$ cat src/hdl/swpr_defines.vh
// What this block does
// RULE1 - late second edge in slot means zero
// RULE2 - early second edge in slot means one
// RULE3 - host sends thirty slots after measuring
// RULE4 - host ends each packet with idle low
// RULE5 - long low freezes shifter, enables pass-through
// RULE6 - host latches only after all packets
// RULE7 - latch low copies grayscale, restarts pwm
// RULE8 - packet is key byte plus 24 bits
// RULE9 - host resends all packets on change
// RULE10 - outputs stay off until data latched
// RULE11 - packet arrives most significant bit first
// RULE12 - grayscale copied only when key matches
// RULE13 - host keeps one bit period for chain
// RULE14 - packets, ends, then one latch sequence
// RULE15 - first two edges measure bit period
// RULE16 - measurement shifts two zero bits in
// RULE17 - channel bytes sit at 23:16, 15:8, 7:0
// RULE18 - hold times are period multiples, latch longer
// RULE19 - synchronise input, time with wide counter
`ifndef SWPR_DEFINES_VH
`define SWPR_DEFINES_VH

// ==========================================================
// clock and link timing
`define SWPR_CLK_NS          4
`define SWPR_TCYC_MAX_NS     50000
// longest bit period in clock cycles, sized to the period counter
`define SWPR_TCYC_MAX_CYC    16'h30d4
`define SWPR_END_SHIFT       1
`define SWPR_LAT_SHIFT       3
`define SWPR_GS_DIV          6'h2a

// ==========================================================
// packet layout
`define SWPR_WRITE_KEY       8'h3a
`define SWPR_KEY_MSB         31
`define SWPR_KEY_LSB         24
`define SWPR_CH0_MSB         23
`define SWPR_CH0_LSB         16
`define SWPR_CH1_MSB         15
`define SWPR_CH1_LSB         8
`define SWPR_CH2_MSB         7
`define SWPR_CH2_LSB         0

// ==========================================================
// reset values
`define SWPR_SHIFT_RST       32'h00000000
`define SWPR_GS_RST          24'h000000
`define SWPR_PERIOD_RST      16'h0000

`endif

$ cat src/hdl/swpr_pwm.v
`timescale 1ns/1ps
`include "swpr_defines.vh"

module swpr_pwm (
   input  wire        i_clk,      // system clock
   input  wire        i_sys_rst,  // async reset, high
   input  wire        i_load,     // new values latched
   input  wire [23:0] i_values,   // three channel values
   output reg  [2:0]  o_sink      // sink on, bit 2 first channel
);

   reg [5:0] div_r;
   reg [7:0] gs_cnt_r;
   wire      gs_tick = (div_r == `SWPR_GS_DIV - 6'h1);

   // ==========================================================
   // grayscale clock and counter
   always @(posedge i_clk or posedge i_sys_rst) begin
      if (i_sys_rst) begin
         div_r    <= 6'h00;
         gs_cnt_r <= 8'h00;
      end else if (i_load) begin
         div_r    <= 6'h00;  // RULE7
         gs_cnt_r <= 8'h00;
      end else if (gs_tick) begin
         div_r    <= 6'h00;
         gs_cnt_r <= gs_cnt_r + 8'h01;
      end else begin
         div_r    <= div_r + 6'h01;
      end
   end

   // ==========================================================
   // per channel compare
   genvar g;
   generate
      for (g = 0; g < 3; g = g + 1) begin : g_ch
         always @(posedge i_clk or posedge i_sys_rst) begin
            if (i_sys_rst) begin
               o_sink[g] <= 1'b0;  // RULE10
            end else if (i_load) begin
               o_sink[g] <= 1'b0;
            end else begin
               o_sink[g] <= (gs_cnt_r != 8'h00) && (gs_cnt_r <= i_values[g*8 +: 8]);
            end
         end
      end
   endgenerate

endmodule // swpr_pwm

$ cat src/hdl/swpr_receiver.v
`timescale 1ns/1ps
`include "swpr_defines.vh"

module swpr_receiver #(
   parameter [15:0] MAX_PERIOD_CYC = `SWPR_TCYC_MAX_CYC  // longest bit period in cycles
) (
   input  wire       i_clk,                    // system clock, 250 MHz
   input  wire       i_sys_rst,                // async reset, high
   input  wire       i_serial_in_line,         // serial data from host or upstream
   output wire       o_serial_out_line,        // buffered copy to next device while held, low otherwise
   output wire       o_first_sink_output,      // first channel sink on
   output wire       o_second_sink_output,     // second channel sink on
   output wire       o_third_sink_output,      // third channel sink on
   output wire [7:0] o_first_channel_value,    // latched first channel value
   output wire [7:0] o_second_channel_value,   // latched second channel value
   output wire [7:0] o_third_channel_value,    // latched third channel value
   output reg        o_packet_end,             // packet held, pass-through on
   output reg        o_latch_sequence          // one-cycle pulse per latch sequence
);

   localparam [1:0] ST_MEAS0 = 2'b00;
   localparam [1:0] ST_MEAS1 = 2'b01;
   localparam [1:0] ST_DATA  = 2'b10;
   localparam [1:0] ST_HELD  = 2'b11;

   // hold threshold as a multiple of the learned period
   function [19:0] hold_thr;
      input [15:0] period;
      input integer sh;
      begin
         hold_thr = {4'h0, period} << sh;
      end
   endfunction

   // ==========================================================
   // input synchroniser and edge detect
   reg sync1_r;
   reg sync2_r;
   reg sync3_r;

   always @(posedge i_clk or posedge i_sys_rst) begin
      if (i_sys_rst) begin
         sync1_r <= 1'b0;
         sync2_r <= 1'b0;
         sync3_r <= 1'b0;
      end else begin
         sync1_r <= i_serial_in_line;  // RULE19
         sync2_r <= sync1_r;
         sync3_r <= sync2_r;
      end
   end

   wire rise = sync2_r & ~sync3_r;  // RULE19

   // ==========================================================
   // low interval counter
   reg [19:0] low_cnt_r;

   always @(posedge i_clk or posedge i_sys_rst) begin
      if (i_sys_rst) begin
         low_cnt_r <= 20'h00000;
      end else if (sync2_r) begin
         low_cnt_r <= 20'h00000;
      end else if (low_cnt_r != 20'hfffff) begin
         low_cnt_r <= low_cnt_r + 20'h00001;
      end
   end

   // ==========================================================
   // receive state machine
   reg  [1:0]  state_r;
   reg  [15:0] cnt_r;
   reg  [15:0] period_r;
   reg  [31:0] shift_r;
   reg         slot_open_r;
   reg  [23:0] gs_r;
   reg         load_r;
   reg         sout_r;

   wire [15:0] half      = {1'b0, period_r[15:1]};
   wire [19:0] end_thr   = hold_thr(period_r, `SWPR_END_SHIFT);   // RULE18
   wire [19:0] lat_thr   = hold_thr(period_r, `SWPR_LAT_SHIFT);   // RULE18
   wire        end_hit   = (low_cnt_r >= end_thr);
   wire        lat_hit   = (low_cnt_r == lat_thr);
   wire        key_ok    = (shift_r[`SWPR_KEY_MSB:`SWPR_KEY_LSB] == `SWPR_WRITE_KEY);
   wire        active    = (state_r == ST_DATA) || (state_r == ST_HELD);

   always @(posedge i_clk or posedge i_sys_rst) begin
      if (i_sys_rst) begin
         state_r          <= ST_MEAS0;
         cnt_r            <= 16'h0000;
         period_r         <= `SWPR_PERIOD_RST;
         shift_r          <= `SWPR_SHIFT_RST;
         slot_open_r      <= 1'b0;
         gs_r             <= `SWPR_GS_RST;  // RULE10
         load_r           <= 1'b0;
         sout_r           <= 1'b0;
         o_packet_end     <= 1'b0;
         o_latch_sequence <= 1'b0;
      end else begin
         load_r           <= 1'b0;
         o_latch_sequence <= 1'b0;
         if (cnt_r != 16'hffff) begin
            cnt_r <= cnt_r + 16'h0001;  // RULE19
         end
         if (active && lat_hit) begin
            // long low ends the whole write and re-arms measurement
            o_latch_sequence <= 1'b1;  // RULE7
            state_r          <= ST_MEAS0;
            slot_open_r      <= 1'b0;
            o_packet_end     <= 1'b0;
            sout_r           <= 1'b0;
            if (key_ok) begin  // RULE12
               gs_r   <= shift_r[`SWPR_CH0_MSB:`SWPR_CH2_LSB];  // RULE7
               load_r <= 1'b1;
            end
         end else begin
            case (state_r)
               ST_MEAS0: begin
                  if (rise) begin
                     cnt_r   <= 16'h0000;  // RULE15
                     state_r <= ST_MEAS1;
                  end
               end
               ST_MEAS1: begin
                  if (rise) begin
                     period_r    <= cnt_r;  // RULE15
                     shift_r     <= {shift_r[29:0], 2'b00};  // RULE16
                     slot_open_r <= 1'b0;
                     state_r     <= ST_DATA;
                  end else if (cnt_r >= MAX_PERIOD_CYC) begin
                     state_r <= ST_MEAS0;
                  end
               end
               ST_DATA: begin
                  if (end_hit) begin
                     state_r      <= ST_HELD;  // RULE5
                     o_packet_end <= 1'b1;
                     slot_open_r  <= 1'b0;
                  end else if (rise && slot_open_r && (cnt_r < half)) begin
                     shift_r     <= {shift_r[30:0], 1'b1};  // RULE2 RULE11
                     slot_open_r <= 1'b0;
                  end else if (slot_open_r && (cnt_r >= half)) begin
                     shift_r <= {shift_r[30:0], 1'b0};  // RULE1 RULE11
                     if (rise) begin
                        cnt_r <= 16'h0000;
                     end else begin
                        slot_open_r <= 1'b0;
                     end
                  end else if (rise) begin
                     slot_open_r <= 1'b1;
                     cnt_r       <= 16'h0000;
                  end
               end
               ST_HELD: begin
                  sout_r <= sync2_r;  // RULE5
               end
               default: begin
                  state_r <= ST_MEAS0;
               end
            endcase
         end
      end
   end

   assign o_serial_out_line      = sout_r;
   assign o_first_channel_value  = gs_r[`SWPR_CH0_MSB:`SWPR_CH0_LSB];  // RULE17 RULE8
   assign o_second_channel_value = gs_r[`SWPR_CH1_MSB:`SWPR_CH1_LSB];  // RULE17
   assign o_third_channel_value  = gs_r[`SWPR_CH2_MSB:`SWPR_CH2_LSB];  // RULE17

   // ==========================================================
   // pwm outputs
   wire [2:0] sink;

   swpr_pwm u_pwm (
      .i_clk     (i_clk),
      .i_sys_rst (i_sys_rst),
      .i_load    (load_r),
      .i_values  (gs_r),
      .o_sink    (sink)
   );

   assign o_first_sink_output  = sink[2];
   assign o_second_sink_output = sink[1];
   assign o_third_sink_output  = sink[0];

endmodule // swpr_receiver

$ cat config.mk
export PLATFORM = sky130hd
export DESIGN_NAME = swpr_receiver
export DESIGN_NICKNAME = d
export VERILOG_FILES = /design/src/hdl/swpr_pwm.v /design/src/hdl/swpr_receiver.v
export VERILOG_INCLUDE_DIRS = /design/src /design/src/hdl
export SDC_FILE = /design/constraint.sdc
export NUM_CORES = 1
export LEC_CHECK = 0
export BUFFER_PORTS_ARGS = -buffer_cell sky130_fd_sc_hd__buf_2
export CAP_MARGIN = 40
export CORE_AREA = 2 2 145 147
export CTS_CLUSTER_DIAMETER = 50
export DETAILED_ROUTE_END_ITERATION = 8
export DIE_AREA = 0 0 147 149
export PLACE_DENSITY = 0.66
export SETUP_SLACK_MARGIN = 0.4
export SYNTH_ARGS = -nofsm -noshare
export SYNTH_HDL_FRONTEND = slang
export SYNTH_HIERARCHICAL = 1
export SYNTH_SLANG_ARGS = --single-unit
$ cat constraint.sdc
create_clock -name i_clk -period 8.9 [get_ports i_clk]
set_input_delay 1.335 -clock i_clk [delete_from_list [all_inputs] [get_ports i_clk]]
set_output_delay 1.335 -clock i_clk [all_outputs]
set_load 0.1 [all_outputs]
==> qor.yml <==
clock_latency_ns: 0.43
yosys_warnings: 6
vias: 5685
antenna_found_initial: 0
finalCritPeriodShare: 0.358
htreeDepth: 4
synthFlopType: "dfrtp_1"
clk_pin_slew_ns: 0.06
coreArea_mm2: 0.0206
gr-total-overflow: 0
finalNonFillerCells: 1097
rr_worst_depth: 9
cellLeakagePower_nw: 4.43
min_from: "sync1_r$_DFF_PP0_"
yosysTopAreaCellShare: 0.424
grt_start_max_net_pins: 44
yosysUniqueCellTypes: 62
cts_tree: "done"
max_slew_margin: 0.472
r2r-end: "cnt_r[15]$_DFF_PP0_"
path_class: "reg -> reg"
seq_area_frac_synth: 0.424
postCtsSetupBuffers: 0
area_growth_pct: 13.8
rows: 53
routed_wl_mm: 16.8
antenna_cells: 0
final.setup.tns_ns: 0
hold_viol: 0
wl_per_cell_um: 15.3
timing.critical_path.to: "cnt_r[15]$_DFF_PP0_"
worstPathArrival_ns: 3.47
gp_congestion: 0.847
yosys-top-cells-area: "dfrtp_1 (42%), mux2_2 (11%), ha_1 (11%)"
rrSetupSlack_ns: 5.71
die_h_um: 149
synthCells: 772
min_path_type: "reg -> reg"
slew_viol_final: 0
clock.fmax_mhz: 314
drive_above_1_share: 0.203
post_cts_resized: 0
period_needed_ns: 3.19
finClkSkew_ns: 0.0108
syn-num-nets: 842
grt_first_pass_wirelength_mm: 28.7
async_flop_share: 1.00
die_w_um: 147
mostFrequentLayoutCell: "dfrtp_1"
critPathCaptureType: "flop"
yosysTopAreaCell: "dfrtp_1"
die_area_mm2: 0.0219
start_kind: "flop"
clockBufferDepth: 2
hold_depth: 0
io_buffers: 32
path_max_fanout: 9
root_buffer: "clkbuf_16"
crit_required_ns: 9.19
dr.pass1.iters: 4
numCtsBuffers: 17
start_util: 0.387
layout_common_cells: "dfrtp_1 (135), mux2_2 (76), ha_1 (67), nor2_1 (66), nand2_1 (61)"
dp_cells: 1065
p_per_area_mw_per_mm2: 236
tightest_slew_ns: 0.792
syn_area_mm2: 0.00796
hpwl_mm: 12.2
grt_pass1_vias: 5696
io_pins: 33
ys_seq_elements: 135
drt-initial-drc-count: 221
cts.hold.buffers_added: 0
gr-usage-all-layers: 0.164
setup_viol: 0
worst_hold_slack_ns: 0.356
cts_sinks: 135
maxCapViolations: 0
synth-edff-count: 0
via_per_inst: 5.18
startpoint: "low_cnt_r[5]$_DFFE_PP0P_"
avgSynthCellArea_um2: 10.3
status: "completed"
layout.nets: 879
final_antenna_net_count: 0
ir_worst_vdd_mv: 0.124
r2r-start: "low_cnt_r[5]$_DFFE_PP0P_"
p_total_mw: 2.14
rsz0062_at_grt: "false"
drc: 0
-- kinds of logic after synthesis --
family	synth area share
AND/OR/NAND/NOR	0.156
flip-flops	0.424
AO/OA/AOI/OAI	0.0891
multiplexers	0.126
buffers and inverters	0.0432
adder cells (fa/ha/maj)	0.105
XOR/XNOR	0.0561
-- power breakdown --
part           internal [mW]  switching [mW]
registers              0.664          0.0615
logic                  0.271           0.399
clock network          0.459           0.284
total                   1.39           0.744
-- per-layer routing --
metal | GRT usage | routed length, um
met5 | 0 | 0
met4 | 0.0548 | 222
met3 | 0.0391 | 562
met2 | 0.270 | 8020
met1 | 0.214 | 7960
-- through the flow --
| stage | utilization | setup WS (ns) | area (um^2) |
|---|---|---|---|
| 6_report | 0.441 | 5.71 | 9060 |
| 5_1_grt | 0.441 | 5.52 | 9060 |
| 4_1_cts | 0.441 | 5.76 | 9060 |
| 3_5_place_dp | 0.410 | 5.78 | 8440 |
| 3_3_place_gp | 0.407 | 5.50 | 8370 |
| 2_1_floorplan | - | 4.44 | 7960 |
-- flip-flops by register name (all words and copies together) (netlist names) --
name               cells
state_r                2
u_pwm/div_r            6
o_latch_sequence       1
sync3_r                1
sync1_r                1
u_pwm/o_sink           3
shift_r               32
cnt_r                 16
gs_r                  24
o_packet_end           1
low_cnt_r             20
o_serial_out_line      1
period_r              16
slot_open_r            1
u_pwm/gs_cnt_r         8
sync2_r                1
load_r                 1
-- worst min path at each step --
stage | end | slack, ns
2_1_floorplan | sync2_r$_DFF_PP0_ | 0.33
3_3_place_gp | sync2_r$_DFF_PP0_ | 0.33
3_5_place_dp | sync2_r$_DFF_PP0_ | 0.34
4_1_cts | sync2_r$_DFF_PP0_ | 0.36
5_1_grt | sync2_r$_DFF_PP0_ | 0.38
6_report | sync2_r$_DFF_PP0_ | 0.36
-- synth_stat cells (5+ instances only) --
cell type,instances
nand2_1,61
or3_1,5
xnor2_1,18
inv_1,59
o21ai_0,29
ha_1,67
dfrtp_1,135
clkbuf_1,13
a211oi_1,10
mux2_2,76
nor2b_1,5
nor4_1,13
a21oi_1,34
nand3_1,30
buf_6,5
a21o_1,7
nand4_1,12
nor3_1,22
nor2_1,66
xor2_1,33
and3_1,8
-- area by class of cell --
cell class,count,area (um^2)
clock buffers,19,453
flip-flops and latches,135,3380
multi-input cells,557,4240
fillers,1968,11500
repair buffers,39,253
well taps,275,344
clock inverters,13,169
inverters,59,224
-- critical path, stage by stage (launching register included) --
cell,delay (ns)
dfrtp_1,0.47
ha_1,0.34
a211oi_1,0.24
nor2_1,0.10
a311oi_1,0.43
o21a_1,0.30
o311ai_1,0.19
a211oi_2,0.64
buf_4,0.28
a211oi_1,0.05
(Power assumes the default switching activity.)
